### config.mk
export PLATFORM = sky130hd
export DESIGN_NAME = tsp_packet_builder
export DESIGN_NICKNAME = d
export VERILOG_FILES = /design/src/tsp_pkg.sv /design/src/tsp_seq_counter.sv /design/src/tsp_time_latch.sv /design/src/tsp_packet_builder.sv
export SDC_FILE = /design/constraint.sdc
export NUM_CORES = 1
export LEC_CHECK = 0
export ABC_CLOCK_PERIOD_IN_PS = 5200
export BUFFER_PORTS_ARGS = -buffer_cell sky130_fd_sc_hd__buf_2
export CORE_MARGIN = 4
export CORE_UTILIZATION = 35
export DETAILED_ROUTE_END_ITERATION = 16
export HOLD_SLACK_MARGIN = 0.08
export PLACE_DENSITY = 0.55
export SETUP_SLACK_MARGIN = 0.4
export SYNTH_ARGS = -nofsm -noshare
export SYNTH_HDL_FRONTEND = slang
export SYNTH_SLANG_ARGS = --single-unit
### constraint.sdc
create_clock -name sys_clk_i -period 5.2 [get_ports sys_clk_i]
set_input_delay 1.04 -clock sys_clk_i [delete_from_list [all_inputs] [get_ports sys_clk_i]]
set_output_delay 1.04 -clock sys_clk_i [all_outputs]
set_load 0.01 [all_outputs]
### src/tsp_pkg.sv
// Constants shared by the time source packet builder.
`default_nettype none
package tsp_pkg;
  // Header field values.
  localparam logic [2:0]  TSP_VERSION     = 3'h0;
  localparam logic        TSP_TYPE        = 1'b0;
  localparam logic        TSP_DFH_FLAG    = 1'b0;
  localparam logic [10:0] TSP_APID        = 11'h000;
  localparam logic [1:0]  TSP_SEG_FLAGS   = 2'h3;
  localparam logic [15:0] TSP_LENGTH      = 16'h0007;
  // Widths.
  localparam int          TSP_SEQ_W       = 14;
  localparam int          TSP_COARSE_W    = 32;
  localparam int          TSP_FINE_W      = 16;
  localparam int          TSP_TIME_W      = 48;
  localparam int          TSP_RATE_W      = 4;
  localparam int          TSP_VC_W        = 3;
  localparam int          TSP_VCFC_W      = 8;
  localparam int          TSP_PKT_W       = 112;
  localparam int          TSP_CNT_W       = 16;
  // Octet counts.
  localparam logic [3:0]  TSP_PKT_OCTETS  = 4'hE;
  localparam logic [3:0]  TSP_LAST_OCTET  = 4'hD;
  // Data field values.
  localparam logic [3:0]  TSP_S_SPARE     = 4'h0;
  localparam logic [7:0]  TSP_P_FIELD     = 8'h2E;
  localparam logic        TSP_UNSYNC_MARK = 1'b1;
  // Frame that carries the time reference.
  localparam logic [2:0]  TSP_TIME_VC     = 3'h0;
  localparam logic [7:0]  TSP_TIME_VCFC   = 8'h00;
  // Reset values and the sequence count maximum.
  localparam logic [13:0] TSP_SEQ_RST     = 14'h0000;
  localparam logic [13:0] TSP_SEQ_MAX     = 14'h3FFF;
  localparam logic [47:0] TSP_TIME_RST    = 48'h0000_0000_0000;
  localparam logic [3:0]  TSP_IDX_RST     = 4'h0;
  localparam logic [15:0] TSP_CNT_RST     = 16'h0000;
endpackage : tsp_pkg
`default_nettype wire

### src/tsp_seq_counter.sv
// Fourteen-bit source sequence counter of the time packet.
`timescale 1ns/1ps
`default_nettype none
module tsp_seq_counter
  import tsp_pkg::*;
(
  input  wire logic                 sys_clk_i,
  input  wire logic                 rst_i,
  input  wire logic                 inc_i,
  output logic      [TSP_SEQ_W-1:0] count_o
);

  logic [TSP_SEQ_W-1:0] count_ff;
  logic [TSP_SEQ_W-1:0] nxt_count;

  // Reset only ever returns the count to zero, never elsewhere.
  always_comb begin
    nxt_count = count_ff;
    if (inc_i) begin
      if (count_ff == TSP_SEQ_MAX) begin
        nxt_count = TSP_SEQ_RST;
      end else begin
        nxt_count = count_ff + 14'h0001;
      end
    end
  end

  always_ff @(posedge sys_clk_i) begin
    if (rst_i) begin
      count_ff <= TSP_SEQ_RST;
    end else begin
      count_ff <= nxt_count;
    end
  end

  assign count_o = count_ff;

endmodule : tsp_seq_counter
`default_nettype wire

### src/tsp_time_latch.sv
// Captures elapsed time at the reference frame marker.
`timescale 1ns/1ps
`default_nettype none
module tsp_time_latch
  import tsp_pkg::*;
(
  input  wire logic                    sys_clk_i,
  input  wire logic                    rst_i,
  input  wire logic                    marker_i,
  input  wire logic [TSP_VC_W-1:0]     vc_id_i,
  input  wire logic [TSP_VCFC_W-1:0]   vc_fc_i,
  input  wire logic [TSP_COARSE_W-1:0] coarse_i,
  input  wire logic [TSP_FINE_W-1:0]   fine_i,
  input  wire logic                    synced_i,
  input  wire logic                    take_i,
  output logic      [TSP_TIME_W-1:0]   time_o,
  output logic                         avail_o,
  output logic                         hit_o
);

  logic [TSP_TIME_W-1:0] time_ff;
  logic [TSP_TIME_W-1:0] nxt_time;
  logic                  avail_ff;
  logic                  nxt_avail;
  logic                  hit;

  assign hit = marker_i && (vc_id_i == TSP_TIME_VC)
               && (vc_fc_i == TSP_TIME_VCFC);

  // A new sample in the same cycle as a take keeps the flag set.
  always_comb begin
    nxt_time  = time_ff;
    nxt_avail = avail_ff;
    if (take_i) begin
      nxt_avail = 1'b0;
    end
    if (hit) begin
      nxt_time  = {coarse_i, fine_i};
      if (!synced_i) begin
        nxt_time[TSP_TIME_W-1] = TSP_UNSYNC_MARK;
      end
      nxt_avail = 1'b1;
    end
  end

  always_ff @(posedge sys_clk_i) begin
    if (rst_i) begin
      time_ff  <= TSP_TIME_RST;
      avail_ff <= 1'b0;
    end else begin
      time_ff  <= nxt_time;
      avail_ff <= nxt_avail;
    end
  end

  assign time_o  = time_ff;
  assign avail_o = avail_ff;
  assign hit_o   = hit;

endmodule : tsp_time_latch
`default_nettype wire

### src/tsp_packet_builder.sv
// Time source packet builder: samples time and streams the packet.
//
// Overview of operation
// - Header is 48 bits in fixed field order.
// - Version field is always binary zero.
// - Type bit is always zero.
// - Data field header flag is always zero.
// - Application identifier is all zeros.
// - Segmentation flags are always one-one.
// - Sequence count rises by one per packet.
// - Counter only ever jumps back to zero.
// - Counter wraps from its maximum to zero.
// - Length field holds the constant seven.
// - First data octet: spare zeros, rate code.
// - Second data octet declares four-plus-two time.
// - Time bits 0 to 31 hold seconds.
// - Time bits 32 to 47 hold subseconds.
// - Sample at marker of frame zero, channel zero.
// - Time field is six octets, no preamble.
// - Unsynchronised time sets the field's top bit.
`timescale 1ns/1ps
`default_nettype none
module tsp_packet_builder
  import tsp_pkg::*;
(
  input  wire logic                    sys_clk_i,
  input  wire logic                    rst_i,
  // Elapsed time counter.
  input  wire logic [TSP_COARSE_W-1:0] coarse_time_i,
  input  wire logic [TSP_FINE_W-1:0]   fine_time_i,
  input  wire logic                    time_synced_i,
  // Frame generator marker report.
  input  wire logic                    marker_start_i,
  input  wire logic [TSP_VC_W-1:0]     marker_vc_i,
  input  wire logic [TSP_VCFC_W-1:0]   marker_vcfc_i,
  // Control.
  input  wire logic                    send_req_i,
  input  wire logic [TSP_RATE_W-1:0]   rate_code_i,
  input  wire logic                    clr_status_i,
  // Octet stream towards the frame generator.
  output logic      [7:0]              tx_data_o,
  output logic                         tx_valid_o,
  input  wire logic                    tx_ready_i,
  output logic                         tx_first_o,
  output logic                         tx_last_o,
  // Status.
  output logic                         busy_o,
  output logic                         sample_avail_o,
  output logic                         req_refused_o,
  output logic                         sample_lost_o,
  output logic                         pkt_done_o,
  output logic      [TSP_SEQ_W-1:0]    seq_count_o,
  output logic      [TSP_CNT_W-1:0]    pkt_count_o
);

  typedef enum logic [0:0] {
    ST_IDLE,
    ST_SEND
  } tsp_state_e;

  // Packs the header in transmission order, first bit at the top.
  function automatic logic [47:0] tsp_header(
    input logic [TSP_SEQ_W-1:0] seq
  );
    tsp_header = {TSP_VERSION,
                  TSP_TYPE,
                  TSP_DFH_FLAG,
                  TSP_APID,
                  TSP_SEG_FLAGS,
                  seq,
                  TSP_LENGTH};
  endfunction : tsp_header

  // Packs the eight octet data field.
  function automatic logic [63:0] tsp_data(
    input logic [TSP_RATE_W-1:0] rate,
    input logic [TSP_TIME_W-1:0] tfield
  );
    tsp_data = {TSP_S_SPARE,
                rate,
                TSP_P_FIELD,
                tfield};
  endfunction : tsp_data

  // Sub-block wiring.
  logic [TSP_SEQ_W-1:0]  seq_count;
  logic [TSP_TIME_W-1:0] sample_time;
  logic                  sample_avail;
  logic                  marker_hit;
  logic                  take_sample;
  logic                  release_pkt;

  // Packet state.
  tsp_state_e            state_ff;
  tsp_state_e            nxt_state;
  logic [TSP_PKT_W-1:0]  pkt_ff;
  logic [TSP_PKT_W-1:0]  nxt_pkt;
  logic [3:0]            idx_ff;
  logic [3:0]            nxt_idx;

  // Status state.
  logic                  refused_ff;
  logic                  nxt_refused;
  logic                  lost_ff;
  logic                  nxt_lost;
  logic                  done_ff;
  logic                  nxt_done;
  logic [TSP_CNT_W-1:0]  cnt_ff;
  logic [TSP_CNT_W-1:0]  nxt_cnt;

  logic                  accept;
  logic                  start;

  tsp_seq_counter u_seq (
    .sys_clk_i (sys_clk_i),
    .rst_i     (rst_i),
    .inc_i     (release_pkt),
    .count_o   (seq_count)
  );

  tsp_time_latch u_latch (
    .sys_clk_i (sys_clk_i),
    .rst_i     (rst_i),
    .marker_i  (marker_start_i),
    .vc_id_i   (marker_vc_i),
    .vc_fc_i   (marker_vcfc_i),
    .coarse_i  (coarse_time_i),
    .fine_i    (fine_time_i),
    .synced_i  (time_synced_i),
    .take_i    (take_sample),
    .time_o    (sample_time),
    .avail_o   (sample_avail),
    .hit_o     (marker_hit)
  );

  // A request is honoured only when idle and a sample is waiting.
  assign start       = (state_ff == ST_IDLE) && send_req_i
                       && sample_avail;
  assign take_sample = start;
  assign accept      = (state_ff == ST_SEND) && tx_ready_i;
  assign release_pkt = accept && (idx_ff == TSP_LAST_OCTET);

  // The whole packet is frozen at start so the stream never tears
  // if a new marker arrives mid-packet; the cost is 112 flops.
  always_comb begin
    nxt_state = state_ff;
    nxt_pkt   = pkt_ff;
    nxt_idx   = idx_ff;
    unique case (state_ff)
      ST_IDLE: begin
        if (start) begin
          nxt_pkt   = {tsp_header(seq_count),
                       tsp_data(rate_code_i, sample_time)};
          nxt_idx   = TSP_IDX_RST;
          nxt_state = ST_SEND;
        end
      end
      ST_SEND: begin
        if (accept) begin
          nxt_pkt = {pkt_ff[TSP_PKT_W-9:0], 8'h00};
          if (idx_ff == TSP_LAST_OCTET) begin
            nxt_idx   = TSP_IDX_RST;
            nxt_state = ST_IDLE;
          end else begin
            nxt_idx = idx_ff + 4'h1;
          end
        end
      end
    endcase
  end

  always_ff @(posedge sys_clk_i) begin
    if (rst_i) begin
      state_ff <= ST_IDLE;
      pkt_ff   <= '0;
      idx_ff   <= TSP_IDX_RST;
    end else begin
      state_ff <= nxt_state;
      pkt_ff   <= nxt_pkt;
      idx_ff   <= nxt_idx;
    end
  end

  // Sticky refused and lost flags, one-cycle done pulse; a new event wins over a clear.
  always_comb begin
    nxt_refused = refused_ff;
    nxt_lost    = lost_ff;
    nxt_done    = release_pkt;
    nxt_cnt     = cnt_ff;
    if (clr_status_i) begin
      nxt_refused = 1'b0;
      nxt_lost    = 1'b0;
    end
    if (send_req_i && !start) begin
      nxt_refused = 1'b1;
    end
    if (marker_hit && sample_avail && !take_sample) begin
      nxt_lost = 1'b1;
    end
    if (release_pkt) begin
      nxt_cnt = cnt_ff + 16'h0001;
    end
  end

  always_ff @(posedge sys_clk_i) begin
    if (rst_i) begin
      refused_ff <= 1'b0;
      lost_ff    <= 1'b0;
      done_ff    <= 1'b0;
      cnt_ff     <= TSP_CNT_RST;
    end else begin
      refused_ff <= nxt_refused;
      lost_ff    <= nxt_lost;
      done_ff    <= nxt_done;
      cnt_ff     <= nxt_cnt;
    end
  end

  assign tx_data_o      = pkt_ff[TSP_PKT_W-1 -: 8];
  assign tx_valid_o     = (state_ff == ST_SEND);
  assign tx_first_o     = tx_valid_o && (idx_ff == TSP_IDX_RST);
  assign tx_last_o      = tx_valid_o && (idx_ff == TSP_LAST_OCTET);
  assign busy_o         = (state_ff == ST_SEND);
  assign sample_avail_o = sample_avail;
  assign req_refused_o  = refused_ff;
  assign sample_lost_o  = lost_ff;
  assign pkt_done_o     = done_ff;
  assign seq_count_o    = seq_count;
  assign pkt_count_o    = cnt_ff;

endmodule : tsp_packet_builder
`default_nettype wire

==> insert_results.sql, run 1 <==
INSERT INTO impl_metrics (metric_group, metric, value, unit) VALUES
('clock_tree', 'cts_sinks', '199', ''),
('logic_synthesis', 'number_of_flops_mapped_to_enable_cells_by_yosys', '0', ''),
('power', 'internal_power', '2.36', 'mW'),
('routing', 'antenna_violating_nets_post_route', '0', ''),
('clock_tree', 'clock_tree.htree_level_count', '4', ''),
('logic_synthesis', 'synth-seq-area-share', '0.505', ''),
('global_routing', 'gr-total-overflow', '0', ''),
('layout', 'finish.net_count', '1044', ''),
('power', 'combinationalPowerShare', '0.020', ''),
('die', 'floorplan.die.width', '158', 'µm'),
('clock_tree', 'worst_skew_pair.late_latency', '0.43', 'ns'),
('die', 'design.die.area', '0.0250', 'mm²'),
('routing', 'vias_per_cell', '5.00', ''),
('die', 'fp.coreArea', '0.0220', 'mm²'),
('placement', 'portBuffers', '115', ''),
('clock_tree', 'cts_root_buffer', 'clkbuf_16', ''),
('clock_tree', 'cts_buffers', '17', ''),
('clock_tree', 'tritoncts_clock_tree', 'done', ''),
('layout', 'layout-area-overhead-vs-synth', '16.9', '%'),
('hold_path', 'hold_class', 'flip-flop to flip-flop', ''),
('setup_path', 'timing.critical_path.arrival', '2.10', 'ns'),
('logic_synthesis', 'dominant_cells_by_area_after_synthesis', 'dfxtp_1, mux2i_1, nand2_1, nor2_1, a211oi_1', ''),
('routing', 'routed-via-count', '6307', ''),
('sta', 'period_minus_slack', '3.14', 'ns'),
('routing', 'postRouteWirelength', '18300', 'µm'),
('placement', 'gpl.final_weighted_congestion', '0.767', ''),
('logic_synthesis', 'synthesis.yosys.warnings', '0', ''),
('logic_synthesis', 'synthesis.instances', '902', ''),
('sta', 'tightestPinTransition', '0.890', 'ns'),
('setup_path', 'crit_start_category', 'flip-flop', ''),
('placement', 'hpwlAfterDp', '12000', 'µm'),
('outcome', 'status', 'completed', ''),
('global_routing', 'grt.met1_usage', '0.201', ''),
('logic_synthesis', 'syn_nets', '977', ''),
('setup_path', 'crit_fanout', '44', ''),
('layout', 'final_layout_size_suffix_gt1_frac', '0.175', ''),
('layout', 'layout_common_cells', 'dfxtp_1, nand2_1, nor2_1', ''),
('sta', 'post-route-period-util', '0.605', ''),
('logic_synthesis', 'share_of_the_synthesized_area_in_the_top_cell_type', '0.505', ''),
('layout', 'fillCellCount', '2205', ''),
('global_routing', 'routing_usage_on_met3', '0.0331', ''),
('die', 'row_count', '54', ''),
('sta', 'max_freq', '318', 'MHz'),
('clock_tree', 'cts_max_path_buffers', '2', ''),
('die', 'dieHeight', '158', 'µm'),
('layout', 'mostFrequentLayoutCell', 'dfxtp_1', ''),
('global_routing', 'globalRouteTotalUtil', '0.147', ''),
('clock_tree', 'cts_setup_buffers', '0', ''),
('logic_synthesis', 'combined_area_of_all_synthesized_cells', '0.00789', 'mm²'),
('layout', 'design_area', '0.00923', 'mm²'),
('clock_tree', 'cts_hold_buffers', '0', ''),
('logic_synthesis', 'synth_async_sr_flop_share', '0', ''),
('die', 'start_util', '0.358', ''),
('routing', 'drc', '0', ''),
('power', 'ir_drop', '0.155', 'mV'),
('power', 'seq_power_share', '0.507', ''),
('placement', 'post-place-cells', '1230', ''),
('power', 'switching_share', '0.213', ''),
('logic_synthesis', 'ys_types', '44', ''),
('power', 'leakagePower', '3.08', 'nW'),
('setup_path', 'setup.worst_path.class', 'flip-flop to output pin', ''),
('setup_path', 'cp_data_required_time', '4.16', 'ns'),
('sta', 'finClkSkew', '0.0127', 'ns'),
('sta', 'finalHoldViolCount', '0', ''),
('setup_path', 'critical_path.endpoint_type', 'output pin', ''),
('routing', 'drtIter0Drc', '418', ''),
('power', 'power_dissipated_by_switching_net_loads', '0.640', 'mW'),
('logic_synthesis', 'netlist.top_cell.by_area', 'dfxtp_1', ''),
('die', 'floorplan.io_pins', '116', ''),
('sta', 'slew_headroom', '0.407', ''),
('routing', 'detail_route.first_pass.iterations', '5', '');
## through the flow
| step | hold WS (ns) | power, mW | utilization | setup slack, ns |
|---|---|---|---|---|
| 6_report | 0.455 | 3.00 | 0.419 | 2.06 |
| 5_1_grt | 0.476 | 3.11 | 0.419 | 1.93 |
| 4_1_cts | 0.458 | 3.05 | 0.419 | 2.02 |
| 3_5_place_dp | 0.447 | 1.62 | 0.390 | 2.32 |
| 3_3_place_gp | 0.444 | 1.62 | 0.390 | 2.32 |
| 2_1_floorplan | 0.432 | 1.58 | - | 2.71 |
## final timing paths
kind	startpoint	to	slack, ns	cells past startpoint
max	busy_o	tx_last_o	2.06	3
min reg2reg	u_latch.time_o[19]	u_latch.time_o[19]	0.46	2
min	u_latch.time_o[19]	u_latch.time_o[19]	0.46	2
max reg2reg	busy_o	pkt_count_o[15]	2.30	5
## power groups by stage
stage	sequential, mW	combinational [mW]	clock [mW]
6_report	1.52	0.0587	1.42
5_1_grt	1.52	0.0654	1.52
4_1_cts	1.52	0.0600	1.46
3_5_place_dp	1.56	0.0597	0
3_3_place_gp	1.56	0.0592	0
2_1_floorplan	1.56	0.0248	0
## state kept, by name (all words and copies together), names as in the netlist
name,flops
pkt_ff,112
u_latch.time_o,48
pkt_count_o,16
u_seq.count_o,14
idx_ff,4
busy_o,1
pkt_done_o,1
req_refused_o,1
sample_lost_o,1
u_latch.avail_o,1
## critical path, stage by stage (launching register included)
cell	delay, ns
dfxtp_4	0.64
buf_4	0.64
and2_1	0.23
buf_2	0.13
## metal layers
| layer | routed length [µm] | vias to the layer above |
|---|---|---|
| li1 | - | 3287 |
| met1 | 8950 | 2905 |
| met2 | 8580 | 105 |
| met3 | 702 | 8 |
| met4 | 102 | 2 |
| met5 | 13 | - |
## area by class of cell
| type | instances | area [µm²] | area share |
|---|---|---|---|
| multi-input combinational | 615 | 3550 | 0.384 |
| clock buffer | 17 | 425 | 0.0461 |
| inverter | 9 | 33.8 | 0.00366 |
| timing repair buffer | 127 | 672 | 0.0728 |
| sequential | 199 | 3990 | 0.432 |
| clock inverter | 15 | 214 | 0.0232 |
| tap | 280 | 350 | 0.0380 |
## Yosys cell counts (7+ instances only)
cell,instances
dfxtp_1,199
nand2_1,133
nor2_1,123
a21oi_1,77
mux2i_1,60
a211oi_1,59
clkbuf_1,57
a22oi_1,37
nand3_1,22
o21ai_0,12
buf_2,11
or3_1,10
buf_4,9
inv_1,9
nand4_1,9
nor3_1,9
xnor2_1,9
a31oi_1,7
nor4_1,7
## cells by family after synthesis
| family | count (synthesis) | share of synthesized area |
|---|---|---|
| adder cells (fa/ha/maj) | 5 | 0.00793 |
| flip-flops | 199 | 0.505 |
| XOR/XNOR | 13 | 0.0144 |
| AND/OR/NAND/NOR | 337 | 0.187 |
| AO/OA/AOI/OAI | 200 | 0.162 |
| buffers and inverters | 88 | 0.0479 |
| multiplexers | 60 | 0.0761 |
Power figures use the tool's default switching activity.
==> inputs of run 2 (changes only) <==
- ABC_AREA: not set -> 1
- ABC_CLOCK_PERIOD_IN_PS: 5200 -> 2850
- PLACE_DENSITY: 0.55 -> 0.57
- clock period: 5.2 -> 2.85 ns (I/O delays scaled with it)
==> run 2 against run 1 <==
  * Critical path depth up 1
  * First-iteration DRC count rose by 15%
  * Clock skew rose by 0.0036 ns
  * Wire length rose by 9.3%
  * Via count grew 16%
  * Clock power up 70%
  * Non-clock buffer count rose by 3
  * Register-to-register slack worse by 1.4 ns
  * Largest cell class unchanged
  * Global-route usage up 0.62 points
  * Sequential power grew 83%
  * Hold slack worse by 0.039 ns
  * Die area grew 5.8%
==> insert_results.sql, run 2 <==
INSERT INTO impl_metrics (metric_group, metric, value, unit) VALUES
('clock_tree', 'cts_hold_buffers', '0', ''),
('setup_path', 'setup.worst_path.class', 'flip-flop to output pin', ''),
('logic_synthesis', 'ys_types', '32', ''),
('power', 'tot_pwr', '5.36', 'mW'),
('layout', 'layout-area-overhead-vs-synth', '15.8', '%'),
('logic_synthesis', 'synth-seq-area-share', '0.476', ''),
('placement', 'portBuffers', '115', ''),
('routing', 'drc', '0', ''),
('routing', 'detail_route.first_pass.iterations', '4', ''),
('sta', 'tightestPinTransition', '0.728', 'ns'),
('clock_tree', 'worst_skew_pair.late_latency', '0.44', 'ns'),
('global_routing', 'gr-total-overflow', '0', ''),
('layout', 'postLayoutCoreUtil', '0.413', ''),
('layout', 'fillCellCount', '2480', ''),
('clock_tree', 'cts.repair.resized', '0', ''),
('logic_synthesis', 'netlist.top_cell.by_area', 'dfxtp_1', ''),
('sta', 'fin_worst_hold_slack', '0.416', 'ns'),
('sta', 'setup_violations', '0', ''),
('clock_tree', 'tritoncts_clock_tree', 'done', ''),
('logic_synthesis', 'combined_area_of_all_synthesized_cells', '0.00837', 'mm²'),
('routing', 'drtIter0Drc', '480', ''),
('clock_tree', 'cts_setup_buffers', '0', ''),
('clock_tree', 'cts_sinks', '199', ''),
('layout', 'regMostFlops', 'pkt_ff', ''),
('logic_synthesis', 'synth_most_common_cell', 'nand2_1', ''),
('routing', 'postRouteWirelength', '20100', 'µm'),
('layout', 'finish.net_count', '1274', ''),
('layout', 'antenna-diode-count', '0', ''),
('routing', 'wirelength_per_cell', '13.1', 'µm'),
('sta', 'period_minus_slack', '2.33', 'ns'),
('layout', 'layout_common_cells', 'nand2_1, dfxtp_1, buf_2', ''),
('flow_run', 'timing.max_cap.violations', '0', ''),
('layout', 'final_layout_size_suffix_gt1_frac', '0.148', ''),
('logic_synthesis', 'ys_top_cells_by_count', 'nand2_1, dfxtp_1, a21oi_1, nor2_1, o21ai_0', ''),
('logic_synthesis', 'syn_nets', '1214', ''),
('logic_synthesis', 'synth.avg_cell_area', '7.35', 'µm²'),
('routing', 'antenna_violating_nets_post_route', '0', ''),
('global_routing', 'antenna_found_initial', '0', ''),
('routing', 'routed-via-count', '7337', ''),
('logic_synthesis', 'yosys_most_used_dff', 'dfxtp_1', ''),
('global_routing', 'first_global_vias', '6790', ''),
('layout', 'largest_reg_flops', '112', ''),
('setup_path', 'cp_data_required_time', '2.28', 'ns'),
('routing', 'vias_per_cell', '4.79', ''),
('global_routing', 'grt_start_max_net_pins', '93', ''),
('logic_synthesis', 'number_of_flops_mapped_to_enable_cells_by_yosys', '0', ''),
('setup_path', 'worst_r2r_path_cells', '6', ''),
('logic_synthesis', 'synthesis.instances', '1139', ''),
('die', 'floorplan.io_pins', '116', ''),
('setup_path', 'crit_start_category', 'flip-flop', ''),
('setup_path', 'critical_path.endpoint_type', 'output pin', ''),
('sta', 'post-route-period-util', '0.819', ''),
('clock_tree', 'cts_buffers', '17', ''),
('sta', 'finalSetupTns', '0', 'ns'),
('die', 'row_count', '56', ''),
('die', 'floorplan.die.width', '163', 'µm'),
('sta', 'finalHoldViolCount', '0', ''),
('hold_path', 'hold_class', 'primary input to flip-flop', ''),
('logic_synthesis', 'number_of_flip_flops_and_latches_in_the_synthesized_netlist', '199', ''),
('power', 'ir_drop', '0.326', 'mV'),
('logic_synthesis', 'share_of_the_synthesized_area_in_the_top_cell_type', '0.476', ''),
('power', 'pwr_density_cell', '553', 'mW/mm²'),
('sta', 'final_max_slew_viol_count', '0', ''),
('setup_path', 'reg_to_reg_setup_timing_slack', '0.86', 'ns'),
('sta', 'max_freq', '429', 'MHz'),
('setup_path', 'crit_fanout', '61', ''),
('outcome', 'status', 'completed', ''),
('placement', 'hpwlAfterDp', '13400', 'µm'),
('clock_tree', 'clk_pin_slew_worst_paths', '0.08', 'ns'),
('die', 'start_util', '0.357', ''),
('logic_synthesis', 'synth_async_sr_flop_share', '0', ''),
('hold_path', 'min_delay_path_depth', '4', ''),
('clock_tree', 'cts_max_path_buffers', '2', ''),
('sta', 'finClkSkew', '0.0163', 'ns'),
('global_routing', 'wire_length_of_the_first_global_routing_pass', '33600', 'µm'),
('logic_synthesis', 'dominant_cells_by_area_after_synthesis', 'dfxtp_1, nand2_1, a21oi_1, nor2_1, nand3b_1', ''),
('die', 'fp.coreArea', '0.0235', 'mm²'),
('clock_tree', 'clock_tree.htree_level_count', '4', ''),
('placement', 'gpl.final_weighted_congestion', '0.785', ''),
('sta', 'rsz0062_at_grt', 'no', ''),
('die', 'dieHeight', '163', 'µm'),
('clock_tree', 'cts_root_buffer', 'clkbuf_16', ''),
('logic_synthesis', 'synthesis.yosys.warnings', '0', ''),
('power', 'leakagePower', '3.69', 'nW'),
('setup_path', 'timing.critical_path.arrival', '1.76', 'ns'),
('layout', 'mostFrequentLayoutCell', 'nand2_1', ''),
('die', 'design.die.area', '0.0265', 'mm²'),
('global_routing', 'globalRouteTotalUtil', '0.153', ''),
('sta', 'slew_headroom', '0.515', '');
==> run 2: cell types whose count changed after synthesis, moves of 47 or more <==
cell,change
nand2_1,+215
mux2i_1,-60
a211oi_1,-59
a31oi_1,+51
o21ai_0,+48
nand3b_1,+47
==> run 2: metrics by stage <==
stage / setup slack [ns] / std cells / instance area, µm²
3_3_place_gp: 0.764 / 1499 / 9080
3_5_place_dp: 0.740 / 1499 / 9080
5_1_grt: 0.401 / 1531 / 9690
4_1_cts: 0.473 / 1531 / 9690
6_report: 0.517 / 1531 / 9690
2_1_floorplan: 0.948 / 1139 / 8370
==> run 2: layout make-up <==
class | instances | area [µm²] | share of cell area
clock inverter | 15 | 184 | 0.0190
clock buffer | 17 | 425 | 0.0439
tap | 319 | 399 | 0.0412
timing repair buffer | 130 | 713 | 0.0736
sequential | 199 | 3990 | 0.411
multi-input combinational | 806 | 3820 | 0.394
inverter | 45 | 170 | 0.0176
==> run 2: worst paths after layout <==
path	startpoint	endpoint
min reg2reg	pkt_ff[108]	pkt_ff[108]
max reg2reg	busy_o	pkt_ff[37]
min	clr_status_i	req_refused_o
max	busy_o	tx_first_o
==> run 2: critical path, stage by stage (launching register included) <==
cell     delay [ns]
dfxtp_2        0.36
buf_4          0.56
nand2_1        0.11
nor3_1         0.13
buf_2          0.17
==> run 2: metal layers <==
layer / track usage / vias up / wire length, µm
met5: 0 / - / 0
met4: 0.0438 / 0 / 297
met3: 0.0332 / 23 / 798
met2: 0.250 / 123 / 9130
met1: 0.205 / 3338 / 9830
li1: - / 3853 / -
==> run 2: kinds of logic (layout without fill, tap and decap cells) <==
group / count (synthesis) / count (layout) / share of synthesized area
adders and majority gates: 5 / 5 / 0.00747
and+or+nand+nor: 553 / 553 / 0.282
AOI/OAI and AO/OA: 240 / 240 / 0.155
DFF: 199 / 199 / 0.476
buffers and inverters: 134 / 207 / 0.0716
xor gates and xnor gates: 8 / 8 / 0.00837
==> run 2: power by group <==
group          internal, mW  switching (mW)
Combinational        0.0671          0.0907
Clock                  1.19            1.23
Sequential             2.78         0.00117
Total                  4.04            1.32
==> inputs of run 3 (changes only) <==
- ABC_CLOCK_PERIOD_IN_PS: 2850 -> 2200
- PLACE_DENSITY: 0.57 -> 0.55
- clock period: 2.85 -> 2.2 ns (I/O delays scaled with it)
==> run 3 against run 2 <==
  * Clock-buffer cell count increased by 2
  * Non-clock buffer count increased by 16
  * First-iteration DRC count fell by 0.21%
  * Critical path depth rose by 1
  * Critical path type unchanged
==> insert_results.sql, run 3 (same netlist as run 2, synthesis figures left out) <==
INSERT INTO impl_metrics (metric_group, metric, value, unit) VALUES
('routing', 'detail_route.first_pass.iterations', '5', ''),
('layout', 'layout_common_cells', 'nand2_1, dfxtp_1, buf_2', ''),
('clock_tree', 'cts_buffers', '17', ''),
('sta', 'setup_violations', '0', ''),
('routing', 'detail_route.wirelength.met1', '10200', 'µm'),
('die', 'floorplan.die.width', '163', 'µm'),
('layout', 'layout-area-overhead-vs-synth', '20.3', '%'),
('setup_path', 'reg_to_reg_setup_timing_slack', '0.51', 'ns'),
('power', 'combinationalPowerShare', '0.030', ''),
('clock_tree', 'clock_tree.htree_level_count', '4', ''),
('sta', 'final_max_slew_viol_count', '0', ''),
('power', 'ir_drop', '0.371', 'mV'),
('placement', 'portBuffers', '115', ''),
('global_routing', 'antenna_found_initial', '0', ''),
('routing', 'antenna_violating_nets_post_route', '0', ''),
('setup_path', 'setup.worst_path.class', 'flip-flop to output pin', ''),
('setup_path', 'worst_r2r_path_cells', '7', ''),
('power', 'switching_share', '0.230', ''),
('routing', 'routed-via-count', '7444', ''),
('power', 'clkPwrFrac', '0.454', ''),
('layout', 'design_area', '0.0101', 'mm²'),
('setup_path', 'timing.critical_path.arrival', '1.36', 'ns'),
('clock_tree', 'cts_max_path_buffers', '2', ''),
('sta', 'finalHoldViolCount', '0', ''),
('die', 'start_util', '0.357', ''),
('clock_tree', 'worst_skew_pair.late_latency', '0.43', 'ns'),
('flow_run', 'timing.max_cap.violations', '0', ''),
('setup_path', 'crit_path_start', 'idx_ff[1]', ''),
('clock_tree', 'tritoncts_clock_tree', 'done', ''),
('sta', 'finalSetupTns', '0', 'ns'),
('setup_path', 'critical-path-max-stage-delay', '0.33', 'ns'),
('power', 'leakagePower', '3.85', 'nW'),
('setup_path', 'crit_path_end', 'tx_last_o', ''),
('layout', 'antenna-diode-count', '0', ''),
('hold_path', 'hold_class', 'primary input to flip-flop', ''),
('routing', 'vias_per_cell', '4.81', ''),
('power', 'pwr_density_cell', '693', 'mW/mm²'),
('layout', 'final_layout_size_suffix_gt1_frac', '0.168', ''),
('layout', 'largest_reg_flops', '112', ''),
('global_routing', 'first_global_vias', '6871', ''),
('global_routing', 'globalRouteTotalUtil', '0.155', ''),
('power', 'seq_power_share', '0.516', ''),
('outcome', 'status', 'completed', ''),
('sta', 'period_minus_slack', '1.80', 'ns'),
('sta', 'slew_headroom', '0.489', ''),
('die', 'row_count', '56', ''),
('routing', 'drc', '0', ''),
('layout', 'regMostFlops', 'pkt_ff', ''),
('setup_path', 'crit_buf_inv', '2', ''),
('routing', 'met2_wirelength', '9960', 'µm'),
('layout', 'mostFrequentLayoutCell', 'nand2_1', ''),
('sta', 'max_freq', '556', 'MHz'),
('placement', 'placed_cell_area', '0.00922', 'mm²'),
('clock_tree', 'cts_hold_buffers', '0', ''),
('die', 'design.die.area', '0.0265', 'mm²'),
('setup_path', 'critical_path_cell_count', '5', ''),
('placement', 'hpwlAfterDp', '13400', 'µm'),
('sta', 'rsz0062_at_grt', 'yes', ''),
('setup_path', 'critical-path-slowest-cell', 'dfxtp_2', ''),
('setup_path', 'rr_endpoint', 'pkt_ff[102]', ''),
('clock_tree', 'cts_sinks', '199', ''),
('routing', 'highest-signal-layer', 'met4', ''),
('setup_path', 'cp_data_required_time', '1.76', 'ns'),
('routing', 'met3_length', '746', 'µm'),
('sta', 'tightestPinTransition', '0.766', 'ns'),
('setup_path', 'crit_start_category', 'flip-flop', ''),
('setup_path', 'critical_path.endpoint_type', 'output pin', ''),
('die', 'dieHeight', '163', 'µm'),
('sta', 'finClkSkew', '0.0163', 'ns'),
('setup_path', 'crit_fanout', '3', ''),
('global_routing', 'gr-total-overflow', '0', ''),
('global_routing', 'wire_length_of_the_first_global_routing_pass', '34100', 'µm'),
('die', 'floorplan.io_pins', '116', ''),
('setup_path', 'reg_to_reg_critical_path_startpoint', 'busy_o', ''),
('clock_tree', 'clk_pin_slew_worst_paths', '0.08', 'ns'),
('setup_path', 'critical_path.cell_chain', 'inv_2 -> ha_4 -> nand3_4 -> nor2_4 -> buf_6', ''),
('global_routing', 'grt_start_max_net_pins', '93', ''),
('power', 'power_dissipated_by_switching_net_loads', '1.61', 'mW'),
('routing', 'drtIter0Drc', '479', ''),
('sta', 'post-route-period-util', '0.817', ''),
('routing', 'postRouteWirelength', '21100', 'µm'),
('setup_path', 'critical_path.top_delay_family', 'flip-flops', ''),
('die', 'fp.coreArea', '0.0235', 'mm²'),
('clock_tree', 'cts_root_buffer', 'clkbuf_16', ''),
('power', 'internal_power', '5.37', 'mW'),
('routing', 'wirelength_per_cell', '13.7', 'µm'),
('placement', 'gpl.final_weighted_congestion', '0.785', ''),
('layout', 'finish.net_count', '1291', '');
## run 3: power by group through the flow
stage               Clock (mW)  Sequential, mW  Combinational, mW
global placement             0            3.69              0.212
floorplan                    0            3.69              0.107
CTS                       3.26            3.60              0.212
finish                    3.17            3.60              0.209
global route              3.41            3.60              0.233
detailed placement           0            3.69              0.211
## run 3: metal layers
layer,GRT usage,vias to the layer above
met4,0.0351,0
li1,-,3896
met2,0.260,122
met1,0.208,3410
met3,0.0324,16
met5,0,-
## run 3: worst min path at each step
stage | startpoint | cells after the start | slack (ns) | end
after floorplan | pkt_ff[101] | 2 | 0.44 | pkt_ff[101]
after global routing | clr_status_i | 4 | 0.28 | req_refused_o
final | clr_status_i | 4 | 0.26 | req_refused_o
after global placement | pkt_ff[107] | 2 | 0.45 | pkt_ff[107]
after CTS | clr_status_i | 4 | 0.25 | req_refused_o
after detailed placement | pkt_ff[107] | 2 | 0.45 | pkt_ff[107]
## run 3: layout make-up
| type | count | area, µm² |
|---|---|---|
| clock buffers | 19 | 453 |
| inverters | 45 | 176 |
| repair buffers | 146 | 1010 |
| well taps | 319 | 399 |
| flip-flops and latches | 199 | 3990 |
| clock inverters | 13 | 160 |
| fillers | 2455 | 13400 |
| multi-input cells | 807 | 3890 |
## run 3: what timing repair did
item	CTS	global route
hold endpoints to repair	0	0
cloned	1	3
pin swaps	0	2
gates resized for setup	7	19
buffers inserted	0	7
setup endpoints to repair	3	117
## run 3: metrics by stage
step | hold WS [ns] | utilization | cells | worst slack [ns] | power (mW)
2_1_floorplan | 0.439 | - | 1139 | 0.428 | 3.79
3_3_place_gp | 0.446 | 0.393 | 1505 | 0.255 | 3.90
3_5_place_dp | 0.451 | 0.393 | 1505 | 0.236 | 3.90
4_1_cts | 0.248 | 0.421 | 1538 | 0.285 | 7.07
5_1_grt | 0.281 | 0.429 | 1548 | 0.337 | 7.24
6_report | 0.261 | 0.429 | 1548 | 0.402 | 6.98
## run 3: worst register-to-register path, stage by stage (launching register included)
cell	delay, ns
dfxtp_4	0.38
inv_4	0.21
nand3_4	0.17
nand2_4	0.17
clkinvlp_4	0.23
buf_12	0.24
nand2_1	0.10
a21oi_1	0.05
